## config.mk

```make
export PLATFORM = sky130hd
export DESIGN_NAME = vsp_sync_proc
export DESIGN_NICKNAME = d
export VERILOG_FILES = /design/src/vsp_pkg.sv /design/src/vsp_sync_proc.sv
export SDC_FILE = /design/constraint.sdc
export NUM_CORES = 1
export LEC_CHECK = 0
export ABC_AREA = 1
export BUFFER_PORTS_ARGS = -buffer_cell sky130_fd_sc_hd__clkbuf_2
export CAP_MARGIN = 20
export CORE_MARGIN = 1.5
export CORE_UTILIZATION = 55
export CTS_CLUSTER_DIAMETER = 100
export CTS_CLUSTER_SIZE = 8
export DETAILED_ROUTE_END_ITERATION = 10
export HOLD_SLACK_MARGIN = 0.06
export PLACE_DENSITY = 0.72
export RECOVER_POWER = 25
export SLEW_MARGIN = 20
export SYNTH_ARGS = -nofsm -noshare
export SYNTH_HDL_FRONTEND = slang
export SYNTH_SLANG_ARGS = --single-unit
```

## constraint.sdc

```tcl
create_clock -name ref_clk_i -period 4.5 [get_ports ref_clk_i]
set_input_delay 0 -clock ref_clk_i [delete_from_list [all_inputs] [get_ports ref_clk_i]]
set_output_delay 0 -clock ref_clk_i [all_outputs]
set_load 0.05 [all_outputs]
```

## src/vsp_pkg.sv

```systemverilog
// Shared constants and types for the video sync polarity, extraction and generation block
package vsp_pkg;
    // ==========================================================
    // Register offsets
    localparam logic [2:0] OFS_COUNTER_CTRL = 3'h0;
    localparam logic [2:0] OFS_LATCH_FLAG = 3'h1;
    localparam logic [2:0] OFS_HORIZ_PERIOD = 3'h2;
    localparam logic [2:0] OFS_VERT_PERIOD = 3'h3;
    localparam logic [2:0] OFS_SYNC_CONFIG = 3'h4;
    localparam logic [2:0] OFS_OUTPUT_ENABLE = 3'h5;
    localparam logic [2:0] OFS_MUX_CTRL = 3'h6;
    localparam logic [2:0] OFS_POLARITY = 3'h7;
    // ==========================================================
    // Field positions
    localparam int CCR_MODE_LSB = 5;
    localparam int LAT_UP_BIT = 1;
    localparam int LAT_DOWN_BIT = 0;
    localparam int CFG_HGO_BIT = 7;
    localparam int CFG_VGO_BIT = 6;
    localparam int CFG_EQINH_BIT = 4;
    localparam int CFG_VERT_EXTEND_ENABLE_BIT = 3;
    localparam int ENR_SYNC_OUT_SELECT_BIT = 1;
    localparam int ENR_GEN_BIT = 0;
    localparam int MCR_FLYBACK_SOURCE_SEL_BIT = 5;
    localparam int MCR_CSEL_BIT = 4;
    localparam int POL_VCOR_BIT = 0;
    // ==========================================================
    // Reset values
    localparam logic [7:0] RST_ZERO = 8'h00;
    localparam logic [7:0] RST_MUX_CTRL = 8'h20;
    // ==========================================================
    // Counter and timing
    localparam logic [4:0] CNT_MAX = 5'h1F;
    localparam logic [4:0] CNT_MIN = 5'h00;
    localparam int CLK_MHZ = 200;
    localparam int STEP_NS = 250;
    localparam int STEP_CYC = (STEP_NS * CLK_MHZ + 999) / 1000;
    localparam int HPULSE_NS = 2000;
    localparam logic [7:0] HPULSE_TICKS = 8'((HPULSE_NS + STEP_NS - 1) / STEP_NS);
    localparam logic [10:0] VPULSE_LINES = 11'h004;
    localparam logic [8:0] HLOW_SAT = 9'h100;
    // ==========================================================
    // Modes and types
    typedef enum logic [1:0] {
        MODE_NORM_FALL = 2'b00,
        MODE_NORM_RISE = 2'b01,
        MODE_EXTR_NEG = 2'b10,
        MODE_EXTR_POS = 2'b11
    } vsp_mode_e;
    typedef enum logic [1:0] {
        AN_IDLE = 2'b00,
        AN_WAIT = 2'b01,
        AN_COUNT = 2'b10
    } vsp_an_e;
    typedef struct packed {
        logic [2:0] addr;
        logic [7:0] wdata;
        logic wr;
        logic rd;
    } vsp_bus_req_s;
endpackage : vsp_pkg

```

## src/vsp_sync_proc.sv

```systemverilog
// Sync polarity detector, vertical extractor, free-running generator and low-time analyzer
`timescale 1ns/10ps
`default_nettype none

module vsp_sync_proc (
    input wire logic ref_clk_i,
    input wire logic rst_i,
    input wire vsp_pkg::vsp_bus_req_s bus_req_i,
    output logic [7:0] rd_data_o,
    input wire logic horiz_sync_in_i,
    input wire logic composite_sync_in_i,
    input wire logic horiz_flyback_in_i,
    output logic horiz_sync_out_o,
    output logic vert_sync_out_o,
    output logic timer_capture_one_o,
    output logic timer_capture_two_o
);
    // ==========================================================
    // Registers
    logic [4:0] width_count_value;
    logic [1:0] extraction_mode_sel;
    logic up_latch_flag;
    logic down_latch_flag;
    logic [7:0] horiz_period_reg;
    logic [7:0] vert_period_reg;
    logic [7:0] sync_config_reg;
    logic [7:0] output_enable_reg;
    logic [7:0] mux_ctrl_reg;
    logic [7:0] polarity_reg;
    logic wr_ccr;
    logic wr_cfg;
    logic [10:0] vert_line_count;

    assign wr_ccr = bus_req_i.wr && (bus_req_i.addr == vsp_pkg::OFS_COUNTER_CTRL);
    assign wr_cfg = bus_req_i.wr && (bus_req_i.addr == vsp_pkg::OFS_SYNC_CONFIG);
    assign vert_line_count = {vert_period_reg, sync_config_reg[2:0]};

    // ==========================================================
    // Input synchronisers
    logic [1:0] hs_meta;
    logic [1:0] cs_meta;
    logic [1:0] fb_meta;
    logic mon;
    logic mon_d;
    logic rise_ev;
    logic fall_ev;

    always_ff @(posedge ref_clk_i or posedge rst_i) begin
        if (rst_i) begin
            hs_meta <= 2'h0;
            cs_meta <= 2'h0;
            fb_meta <= 2'h0;
            mon_d <= 1'b0;
        end else begin
            hs_meta <= {hs_meta[0], horiz_sync_in_i};
            cs_meta <= {cs_meta[0], composite_sync_in_i};
            fb_meta <= {fb_meta[0], horiz_flyback_in_i};
            mon_d <= mon;
        end
    end

    assign mon = mux_ctrl_reg[vsp_pkg::MCR_CSEL_BIT] ? cs_meta[1] : hs_meta[1];
    assign rise_ev = mon && !mon_d;
    assign fall_ev = !mon && mon_d;

    // ==========================================================
    // Step timebase, 0.25 us
    logic [7:0] step_cnt;
    logic tick;

    assign tick = (step_cnt == 8'(vsp_pkg::STEP_CYC - 1));

    always_ff @(posedge ref_clk_i or posedge rst_i) begin
        if (rst_i) begin
            step_cnt <= 8'h00;
        end else if (tick) begin
            step_cnt <= 8'h00;
        end else begin
            step_cnt <= step_cnt + 8'h01;
        end
    end

    // ==========================================================
    // Up/down counter
    logic [4:0] cnt;
    logic extr;
    logic lvl;
    logic act_edge;
    logic end_edge;

    assign extr = extraction_mode_sel[1];
    // Positive composite sync inverts the sense seen by the counter
    assign lvl = (extraction_mode_sel == vsp_pkg::MODE_EXTR_POS) ? !mon : mon;
    assign act_edge = extraction_mode_sel[0] ? rise_ev : fall_ev;
    assign end_edge = extraction_mode_sel[0] ? fall_ev : rise_ev;

    always_ff @(posedge ref_clk_i or posedge rst_i) begin
        if (rst_i) begin
            cnt <= vsp_pkg::CNT_MIN;
        end else if (tick) begin
            if (lvl) begin
                if (cnt != vsp_pkg::CNT_MAX) begin
                    cnt <= cnt + 5'h01;
                end
            end else if (cnt != vsp_pkg::CNT_MIN) begin
                cnt <= cnt - 5'h01;
            end
        end
    end

    always_ff @(posedge ref_clk_i or posedge rst_i) begin
        if (rst_i) begin
            up_latch_flag <= 1'b0;
            down_latch_flag <= 1'b0;
        end else begin
            // Set wins over a write-one clear in the same cycle
            if (cnt == vsp_pkg::CNT_MAX) begin
                up_latch_flag <= 1'b1;
            end else if (bus_req_i.wr && bus_req_i.addr == vsp_pkg::OFS_LATCH_FLAG &&
                         bus_req_i.wdata[vsp_pkg::LAT_UP_BIT]) begin
                up_latch_flag <= 1'b0;
            end
            if (cnt == vsp_pkg::CNT_MIN) begin
                down_latch_flag <= 1'b1;
            end else if (bus_req_i.wr && bus_req_i.addr == vsp_pkg::OFS_LATCH_FLAG &&
                         bus_req_i.wdata[vsp_pkg::LAT_DOWN_BIT]) begin
                down_latch_flag <= 1'b0;
            end
        end
    end

    // ==========================================================
    // Capture and threshold measurement
    logic armed;
    logic held;
    logic in_pulse;
    logic [4:0] pw_cnt;

    always_ff @(posedge ref_clk_i or posedge rst_i) begin
        if (rst_i) begin
            pw_cnt <= 5'h00;
            in_pulse <= 1'b0;
        end else if (act_edge) begin
            pw_cnt <= 5'h00;
            in_pulse <= 1'b1;
        end else if (end_edge) begin
            in_pulse <= 1'b0;
        end else if (tick && in_pulse && pw_cnt != vsp_pkg::CNT_MAX) begin
            pw_cnt <= pw_cnt + 5'h01;
        end
    end

    always_ff @(posedge ref_clk_i or posedge rst_i) begin
        if (rst_i) begin
            width_count_value <= vsp_pkg::CNT_MIN;
            extraction_mode_sel <= vsp_pkg::MODE_NORM_FALL;
            armed <= 1'b0;
            held <= 1'b0;
        end else if (wr_ccr) begin
            width_count_value <= bus_req_i.wdata[4:0];
            extraction_mode_sel <= bus_req_i.wdata[vsp_pkg::CCR_MODE_LSB +: 2];
            // Zero arms a width measurement; any other value is a held threshold
            armed <= (bus_req_i.wdata[4:0] == vsp_pkg::CNT_MIN);
            held <= (bus_req_i.wdata[4:0] != vsp_pkg::CNT_MIN);
        end else if (!extr) begin
            if (armed && in_pulse && end_edge) begin
                width_count_value <= pw_cnt;
                armed <= 1'b0;
                held <= 1'b1;
            end else if (!held && (rise_ev || fall_ev)) begin
                width_count_value <= cnt;
            end
        end
    end

    // ==========================================================
    // Vertical extraction, active low
    logic ext_vs_n;
    logic [4:0] thr;

    // Positive sync is inverted before the counter, so its threshold is mirrored too
    assign thr = extraction_mode_sel[0] ? ~width_count_value : width_count_value;

    always_ff @(posedge ref_clk_i or posedge rst_i) begin
        if (rst_i) begin
            ext_vs_n <= 1'b1;
        end else if (!extr) begin
            ext_vs_n <= 1'b1;
        end else if (tick && !lvl && cnt != vsp_pkg::CNT_MIN &&
                     (cnt - 5'h01) == thr) begin
            ext_vs_n <= 1'b0;
        end else if (tick && lvl && cnt == (vsp_pkg::CNT_MAX - 5'h01)) begin
            // Short serrations cannot climb to the maximum, so they are ignored
            ext_vs_n <= 1'b1;
        end
    end

    // ==========================================================
    // Free-running generator
    logic gen_on;
    logic [7:0] hcnt;
    logic [10:0] line;
    logic gen_h;
    logic gen_v;

    assign gen_on = output_enable_reg[vsp_pkg::ENR_GEN_BIT] &&
                    !output_enable_reg[vsp_pkg::ENR_SYNC_OUT_SELECT_BIT] &&
                    !sync_config_reg[vsp_pkg::CFG_HGO_BIT] &&
                    !sync_config_reg[vsp_pkg::CFG_VGO_BIT];

    always_ff @(posedge ref_clk_i or posedge rst_i) begin
        if (rst_i) begin
            hcnt <= 8'h00;
            line <= 11'h000;
        end else if (!gen_on) begin
            hcnt <= 8'h00;
            line <= 11'h000;
        end else if (tick) begin
            if (hcnt >= horiz_period_reg) begin
                hcnt <= 8'h00;
                if (line >= vert_line_count - 11'h001) begin
                    line <= 11'h000;
                end else begin
                    line <= line + 11'h001;
                end
            end else begin
                hcnt <= hcnt + 8'h01;
            end
        end
    end

    assign gen_h = gen_on && (hcnt < vsp_pkg::HPULSE_TICKS);
    assign gen_v = gen_on && (line < vsp_pkg::VPULSE_LINES);

    // ==========================================================
    // Output drivers
    always_ff @(posedge ref_clk_i or posedge rst_i) begin
        if (rst_i) begin
            horiz_sync_out_o <= 1'b0;
            vert_sync_out_o <= 1'b1;
            timer_capture_one_o <= 1'b1;
            timer_capture_two_o <= 1'b0;
        end else begin
            horiz_sync_out_o <= gen_on ? gen_h : mon;
            vert_sync_out_o <= gen_on ? gen_v : ext_vs_n;
            timer_capture_one_o <= ext_vs_n;
            timer_capture_two_o <= mon;
        end
    end

    // ==========================================================
    // Horizontal low-time analyzer
    vsp_pkg::vsp_an_e an_state;
    logic an_src;
    logic [8:0] low_n;
    logic an_done;
    logic [7:0] an_result;

    assign an_src = mux_ctrl_reg[vsp_pkg::MCR_FLYBACK_SOURCE_SEL_BIT] ? horiz_sync_out_o : fb_meta[1];
    assign an_done = (an_state == vsp_pkg::AN_COUNT) && (an_src || low_n == vsp_pkg::HLOW_SAT);
    assign an_result = 8'(vsp_pkg::HLOW_SAT - low_n);

    logic src_q;
    always_ff @(posedge ref_clk_i or posedge rst_i) begin
        if (rst_i) begin
            src_q <= 1'b0;
        end else begin
            src_q <= an_src;
        end
    end

    always_ff @(posedge ref_clk_i or posedge rst_i) begin
        if (rst_i) begin
            an_state <= vsp_pkg::AN_IDLE;
            low_n <= 9'h000;
        end else begin
            case (an_state)
                vsp_pkg::AN_IDLE: begin
                    if (sync_config_reg[vsp_pkg::CFG_HGO_BIT]) begin
                        an_state <= vsp_pkg::AN_WAIT;
                    end
                end
                vsp_pkg::AN_WAIT: begin
                    if (src_q && !an_src) begin
                        low_n <= 9'h000;
                        an_state <= vsp_pkg::AN_COUNT;
                    end
                end
                vsp_pkg::AN_COUNT: begin
                    if (an_done) begin
                        an_state <= vsp_pkg::AN_IDLE;
                    end else if (tick) begin
                        low_n <= low_n + 9'h001;
                    end
                end
                default: begin
                    an_state <= vsp_pkg::AN_IDLE;
                end
            endcase
        end
    end

    // ==========================================================
    // Register writes
    always_ff @(posedge ref_clk_i or posedge rst_i) begin
        if (rst_i) begin
            horiz_period_reg <= vsp_pkg::RST_ZERO;
            sync_config_reg <= vsp_pkg::RST_ZERO;
        end else begin
            if (an_done) begin
                horiz_period_reg <= an_result;
            end else if (bus_req_i.wr && bus_req_i.addr == vsp_pkg::OFS_HORIZ_PERIOD) begin
                horiz_period_reg <= bus_req_i.wdata;
            end
            if (wr_cfg) begin
                sync_config_reg <= bus_req_i.wdata & 8'hDF;
            end
            // Hardware completion beats a software write in the same cycle
            if (an_done) begin
                sync_config_reg[vsp_pkg::CFG_HGO_BIT] <= 1'b0;
            end
        end
    end

    always_ff @(posedge ref_clk_i or posedge rst_i) begin
        if (rst_i) begin
            vert_period_reg <= vsp_pkg::RST_ZERO;
            output_enable_reg <= vsp_pkg::RST_ZERO;
            mux_ctrl_reg <= vsp_pkg::RST_MUX_CTRL;
            polarity_reg <= vsp_pkg::RST_ZERO;
        end else if (bus_req_i.wr) begin
            if (bus_req_i.addr == vsp_pkg::OFS_VERT_PERIOD) begin
                vert_period_reg <= bus_req_i.wdata;
            end else if (bus_req_i.addr == vsp_pkg::OFS_OUTPUT_ENABLE) begin
                output_enable_reg <= bus_req_i.wdata & 8'h03;
            end else if (bus_req_i.addr == vsp_pkg::OFS_MUX_CTRL) begin
                mux_ctrl_reg <= bus_req_i.wdata & 8'hFE;
            end else if (bus_req_i.addr == vsp_pkg::OFS_POLARITY) begin
                polarity_reg <= bus_req_i.wdata & 8'h01;
            end
        end
    end

    // ==========================================================
    // Register reads, data one cycle after the strobe
    always_ff @(posedge ref_clk_i or posedge rst_i) begin
        if (rst_i) begin
            rd_data_o <= 8'h00;
        end else if (!bus_req_i.rd) begin
            rd_data_o <= 8'h00;
        end else if (bus_req_i.addr == vsp_pkg::OFS_COUNTER_CTRL) begin
            rd_data_o <= {1'b0, extraction_mode_sel, width_count_value};
        end else if (bus_req_i.addr == vsp_pkg::OFS_LATCH_FLAG) begin
            rd_data_o <= {6'h00, up_latch_flag, down_latch_flag};
        end else if (bus_req_i.addr == vsp_pkg::OFS_HORIZ_PERIOD) begin
            rd_data_o <= horiz_period_reg;
        end else if (bus_req_i.addr == vsp_pkg::OFS_VERT_PERIOD) begin
            rd_data_o <= vert_period_reg;
        end else if (bus_req_i.addr == vsp_pkg::OFS_SYNC_CONFIG) begin
            rd_data_o <= sync_config_reg;
        end else if (bus_req_i.addr == vsp_pkg::OFS_OUTPUT_ENABLE) begin
            rd_data_o <= output_enable_reg;
        end else if (bus_req_i.addr == vsp_pkg::OFS_MUX_CTRL) begin
            rd_data_o <= mux_ctrl_reg;
        end else begin
            rd_data_o <= polarity_reg;
        end
    end
endmodule : vsp_sync_proc

`default_nettype wire

```

Yosys cells after proc, flatten, opt, wreduce, memory -nomap -nowiden
Index checks and enable logic that the tools add are counted.
- divide/modulo/power cells: 0
- multiply operators: 0
- bitwise logic cells: 4
- reductions and logical operators: 62
- magnitude comparators: 4
- mux-type cells: 61
- shifts and indexed selects: 0
- add/sub/neg operators: 9
- equal/unequal tests: 28
- operator list (operator ; number):
    2-to-1 mux 8 bit ; 15
    2-to-1 mux 5 bit ; 11
    2-to-1 mux 11 bit ; 4
    2-to-1 mux 9 bit ; 3
    logical AND 1 bit ; 25
    2-to-1 mux 1 bit ; 23
    case mux 9 bit (2 select lines) ; 1
    nonzero test 2 bit ; 9
    adder 8 x 1 -> 8 bit, second input constant ; 2
    != test 2 bit, second input constant ; 7
    == test 3 bit, second input constant ; 4
    adder 11 x 1 -> 11 bit, second input constant ; 1
    greater-or-equal comparator 11 bit ; 1
    < comparator 11 x 3 -> 1 bit, second input constant ; 1
    subtractor 11 x 1 -> 11 bit, second input constant ; 1
    adder 5 x 1 -> 5 bit, second input constant ; 2
    == test 5 bit, second input constant ; 2
    logical NOT 5 bit ; 2
    != test 5 bit, second input constant ; 2
    AND reduction 2 bit ; 5
    nonzero test 5 bit ; 2
    adder 9 x 1 -> 9 bit, second input constant ; 1
    == test 9 bit, second input constant ; 1
    AND reduction 3 bit ; 3
    23 further kinds ; 40
- input port bits: 18
- output and inout port bits: 12
- ROM bits: 0
- logic and storage cells: 199
- bits in latches: 0
- RAM bits: 0
- flip-flop bits (word level): 113
- memories kept: 0

Logic depth before layout (Yosys ltp)
- word-level depth: 9
- depth in mapped cells: 17
- gate-level depth less buffers: 16

Worst setup path after synthesis
OpenSTA, ideal clock, no wires.
- kind: reg2reg
- start: reg sync_config_reg[0]
- end: reg line[2]
- arrival: 2.410 ns
- path buffers: 1
- library setup time: 0.083 ns
- slack: 2.008 ns
- clock period less this slack: 2.492 ns
- required time: 4.417 ns
- cell stages (with the launch flop): 16
- cell sequence: dfrtp_1 > inv_1 > ha_1 > nand2_1 > nor3_1 > nand2_1 > nor3_1 > xnor2_1 > ha_1 > a21o_1 > nor2_1 > nand2_1 > nor2_1 > buf_2 > nand4_1 > o21ai_0
- cells in the longest elaborated chain, start to end: 6
- ends and longest elaborated chain (what ; RTL line ; source):
    from (decl) ; vsp_sync_proc.sv:26 ; logic [7:0] sync_config_reg;
    from (signal assigned) ; vsp_sync_proc.sv:308 ; sync_config_reg <= vsp_pkg::RST_ZERO;
    from (signal assigned) ; vsp_sync_proc.sv:316 ; sync_config_reg <= bus_req_i.wdata & 8'hDF;
    subtractor 11 x 1 -> 11 bit ; vsp_sync_proc.sv:221 ; if (line >= vert_line_count - 11'h001) begin
    greater-or-equal comparator 11 bit ; vsp_sync_proc.sv:221 ;
    2-to-1 mux 11 bit ; vsp_sync_proc.sv:221 ;
    2-to-1 mux 11 bit ; vsp_sync_proc.sv:219 ; if (hcnt >= horiz_period_reg) begin
    2-to-1 mux 11 bit ; vsp_sync_proc.sv:218 ; end else if (tick) begin
    2-to-1 mux 11 bit ; vsp_sync_proc.sv:215 ; end else if (!gen_on) begin
    to (signal assigned) ; vsp_sync_proc.sv:224 ; line <= line + 11'h001;
    to (decl) ; vsp_sync_proc.sv:202 ; logic [10:0] line;
No other way between the ends. The select of a mux whose other input is x is not followed.
A chain may end at the register's enable or synchronous reset.

Worst setup path in the final report
- start: reg sync_config_reg[0]
- end: reg line[1]
The elaborated chain is that of the path after synthesis.

==> metrics <==
status complete, but fails checks; violated checks max-capacitance violations, max-slew violations; Ys Warns 0; Clock transition at path regs 60 ps; WL final 16,800 µm; Overflow after GRT 0; Ant. Diodes 0; clk root buf clkbuf_16; number of distinct library cells after synthesis 45; Die H 114 µm; final core area utilization 65.0%; CP Launch Type flop; share of flip-flops with an asynchronous set or reset 100%; clock skew a little over 9 ps; TritonCTS clock tree built; Slew @ Worst Pin ~3100 ps; power density cells roughly 450 nW/µm²; Finish-stage setup viols 0; fin crit share 70.9%; share of the synthesized area in the top cell type between 40% and 50%; estimated wirelength of the detail-placed design 12,000 µm; XOR/XNOR share of the synthesized area around 6.2%; Clock Sinks roughly 110; core area 12,000 µm²; #FFs+latches synth 113; first-pass GRT wire length 27,800 µm; worst hold stages 5; Static Leak 3.89 nW; synth top area cells dfrtp_1 40%, nand2_1 12%, ha_1 6.4%; Avg Cell Area, Syn 7.85 µm²; layout cells sized above 1 ~10%; largest net degree at the start of global routing 72; worst rel slew slack -107%; RSZ-0062 raised after global routing no; CP Max Fanout 11; die width between 100 and 150 µm; Iteration-0 DRC Markers ~500; H-tree lvl count 4; Synth Flop Type dfrtp_1; post-DR vias/cell roughly 5.5; Hold Slack between 100 and 150 ps; clk_lat worst skew 420 ps; Peak VDD IR 0.000348 V; max-slew violation count 72; R2R cell count 14; most used cell, CP nand2_1; Setup CP Type flop to flop; Top Usage Layer GRT met2; FF-to-FF End line[1]; Synth Instances 866; final net count about 970; Post-synth EDFFs 0; compound-cell area share of the yosys netlist around 11%; cell area after layout 7800 µm²; Top reg by flops line; mux cell area share after synthesis 0%; fmax approximately 310 MHz; FF+latch area 2830 µm²; FF-to-FF Start sync_config_reg[0]; All-Layer GR Usage between 20 and 30%; post-route minimum period 3190 ps; Synth Area in Adders 6.45%; Post-DP Area 7020 µm²; max cap viols 1; Starting Density about 57%; sequential share of the synthesized area between 40% and 50%; Final Hold Viols 0; flop-to-flop setup slack 1310 ps; CP max stage delay between 500 and 600 ps; HP Class input pin to flop; CP max-delay cell nor2_1; origin of the worst setup path sync_config_reg[0]; met1 usage 34.4%; die area 13,000 µm²; largest family of logic cells by synthesized area simple AND/OR/NAND/NOR gates; Row Count 40; vias in the first global route 5,781; I/O pin cnt 30; post-synth design cell area 6790 µm²; via count approximately 5,900; WP data required 4820 ps; initial antenna violation count 0; gpl congestion 0.884; Largest regs line: 11 flops, low_n: 9 flops; CTS max path bufs 2; drt wl/cell 15.7 µm; Fin Setup TNS 0 ps; multi-input logic area about 3400 µm²; critical path data arrival time 3510 ps; drt first pass iters 5; Port Buffers 29; post-synth net total 919; Area growth, synth to finish 14.9%; met3 Usage GRT 5.82%; Yosys top cell by area dfrtp_1; DRC 0; post-synthesis simple-gate area fraction 26.6%; ANT nets after route 0; GR Util met2 a little under half; crit path to line[1]; CP Capture Type flop; fillcell total just over 1,000; CP Cell Sequence inv_1 -> ha_1 -> nand2_1 -> nor3_1 -> nand2_1 -> nor3_1 -> xnor2_1 -> ha_1 -> a21o_1 -> nor2_1 -> nand2_1 -> nor2_1 -> nand4_1 -> o21ai_0; TritonCTS buffer count 17; max reg flops 11
-- layer usage --
metal | wire length [µm] | vias to the layer above
met5 | 0 | -
li1 | - | 2903
met3 | 814 | 32
met1 | 7240 | 2826
met2 | 8380 | 163
met4 | 358 | 0
-- worst min-delay path by stage --
stage	start	end	slack (ps)
floorplan	composite_sync_in_i	cs_meta[0]	30
global placement	horiz_sync_in_i	hs_meta[0]	110
detailed placement	horiz_flyback_in_i	fb_meta[0]	110
CTS	bus_req_i[11]	polarity_reg[0]	90
global route	bus_req_i[11]	polarity_reg[0]	170
finish	bus_req_i[11]	polarity_reg[0]	100
-- logic make-up (layout without fill, tap and decap cells) --
| group | Yosys count | in the layout |
|---|---|---|
| buffers and inverters | 130 | 190 |
| AND/OR/NAND/NOR | 404 | 404 |
| XOR/XNOR | 46 | 46 |
| adder cells (fa/ha/maj) | 35 | 35 |
| AO/OA/AOI/OAI | 138 | 138 |
| flip-flops | 113 | 113 |
-- layout by cell type (no fill, tap or decap), types with 2 or more instances in the layout --
cell type,n
dfrtp_1,109
nand2_2,7
nor3_1,16
clkbuf_16,17
a21o_1,3
ha_1,35
inv_1,99
dlygate4sd3_1,17
nand4_2,2
o211ai_1,11
nand2_1,224
dfstp_2,2
o21a_1,2
clkbuf_2,22
clkbuf_1,9
nor2_4,3
xnor2_1,16
clkbuf_8,3
dfstp_1,2
or2_2,2
a21oi_1,32
nor4_1,2
nor2_1,65
nand4_1,19
nand3b_1,4
o21ai_1,10
clkinv_2,4
inv_2,9
nor2_2,7
bufinv_16,4
o21ai_0,69
nand3_1,46
nand2_4,2
xor2_1,29
o21bai_1,5
-- layout make-up --
type	instances	area share [%]
inverter	111	5.39
multi-input combinational	623	43.9
clock inverter	10	2.00
tap	147	2.36
timing repair buffer	47	4.02
sequential	113	36.3
clock buffer	22	6.08
-- timing repair --
| item | in CTS | in global routing |
|---|---|---|
| hold endpoints to repair | 111 | 0 |
| gates resized for setup | 0 | 0 |
| endpoints found under the setup margin | 0 | 0 |
| buffers inserted | 0 | 0 |
| hold buffers | 17 | 0 |
-- critical path, delay by kind of cell, from the launching register on --
kind | cells | cell delay (ps)
and+or+nand+nor | 8 | 1500
DFF | 1 | 380
buffers and inverters | 1 | 140
xor gates and xnor gates | 1 | 160
adders and majority gates | 2 | 490
AOI/OAI and AO/OA | 2 | 400
-- Yosys cell counts (8+ instances only) --
library cell / count
nor3_1: 16
o21ai_1: 10
ha_1: 35
xor2_1: 29
nand2_2: 8
inv_1: 100
buf_2: 9
nand3_1: 46
a21oi_1: 32
nand2_1: 223
inv_2: 9
o21ai_0: 69
nand4_1: 19
dfrtp_1: 109
o211ai_1: 11
nor2_1: 65
xnor2_1: 16
-- through the flow --
stage	setup slack, ps	cells	power, W
after floorplan	1520	866	0.00188
after global placement	1490	1024	0.00206
after detailed placement	1340	1024	0.00210
after CTS	1310	1073	0.00355
after global routing	950	1073	0.00373
final	1310	1073	0.00354
-- report_power, final --
group          switching, W  total (W)  internal [W]
registers          0.000124    0.00128       0.00116
clock network      0.000467    0.00143      0.000966
logic              0.000545   0.000827      0.000282
total               0.00114    0.00354       0.00241
Power figures use the tool's default switching activity.
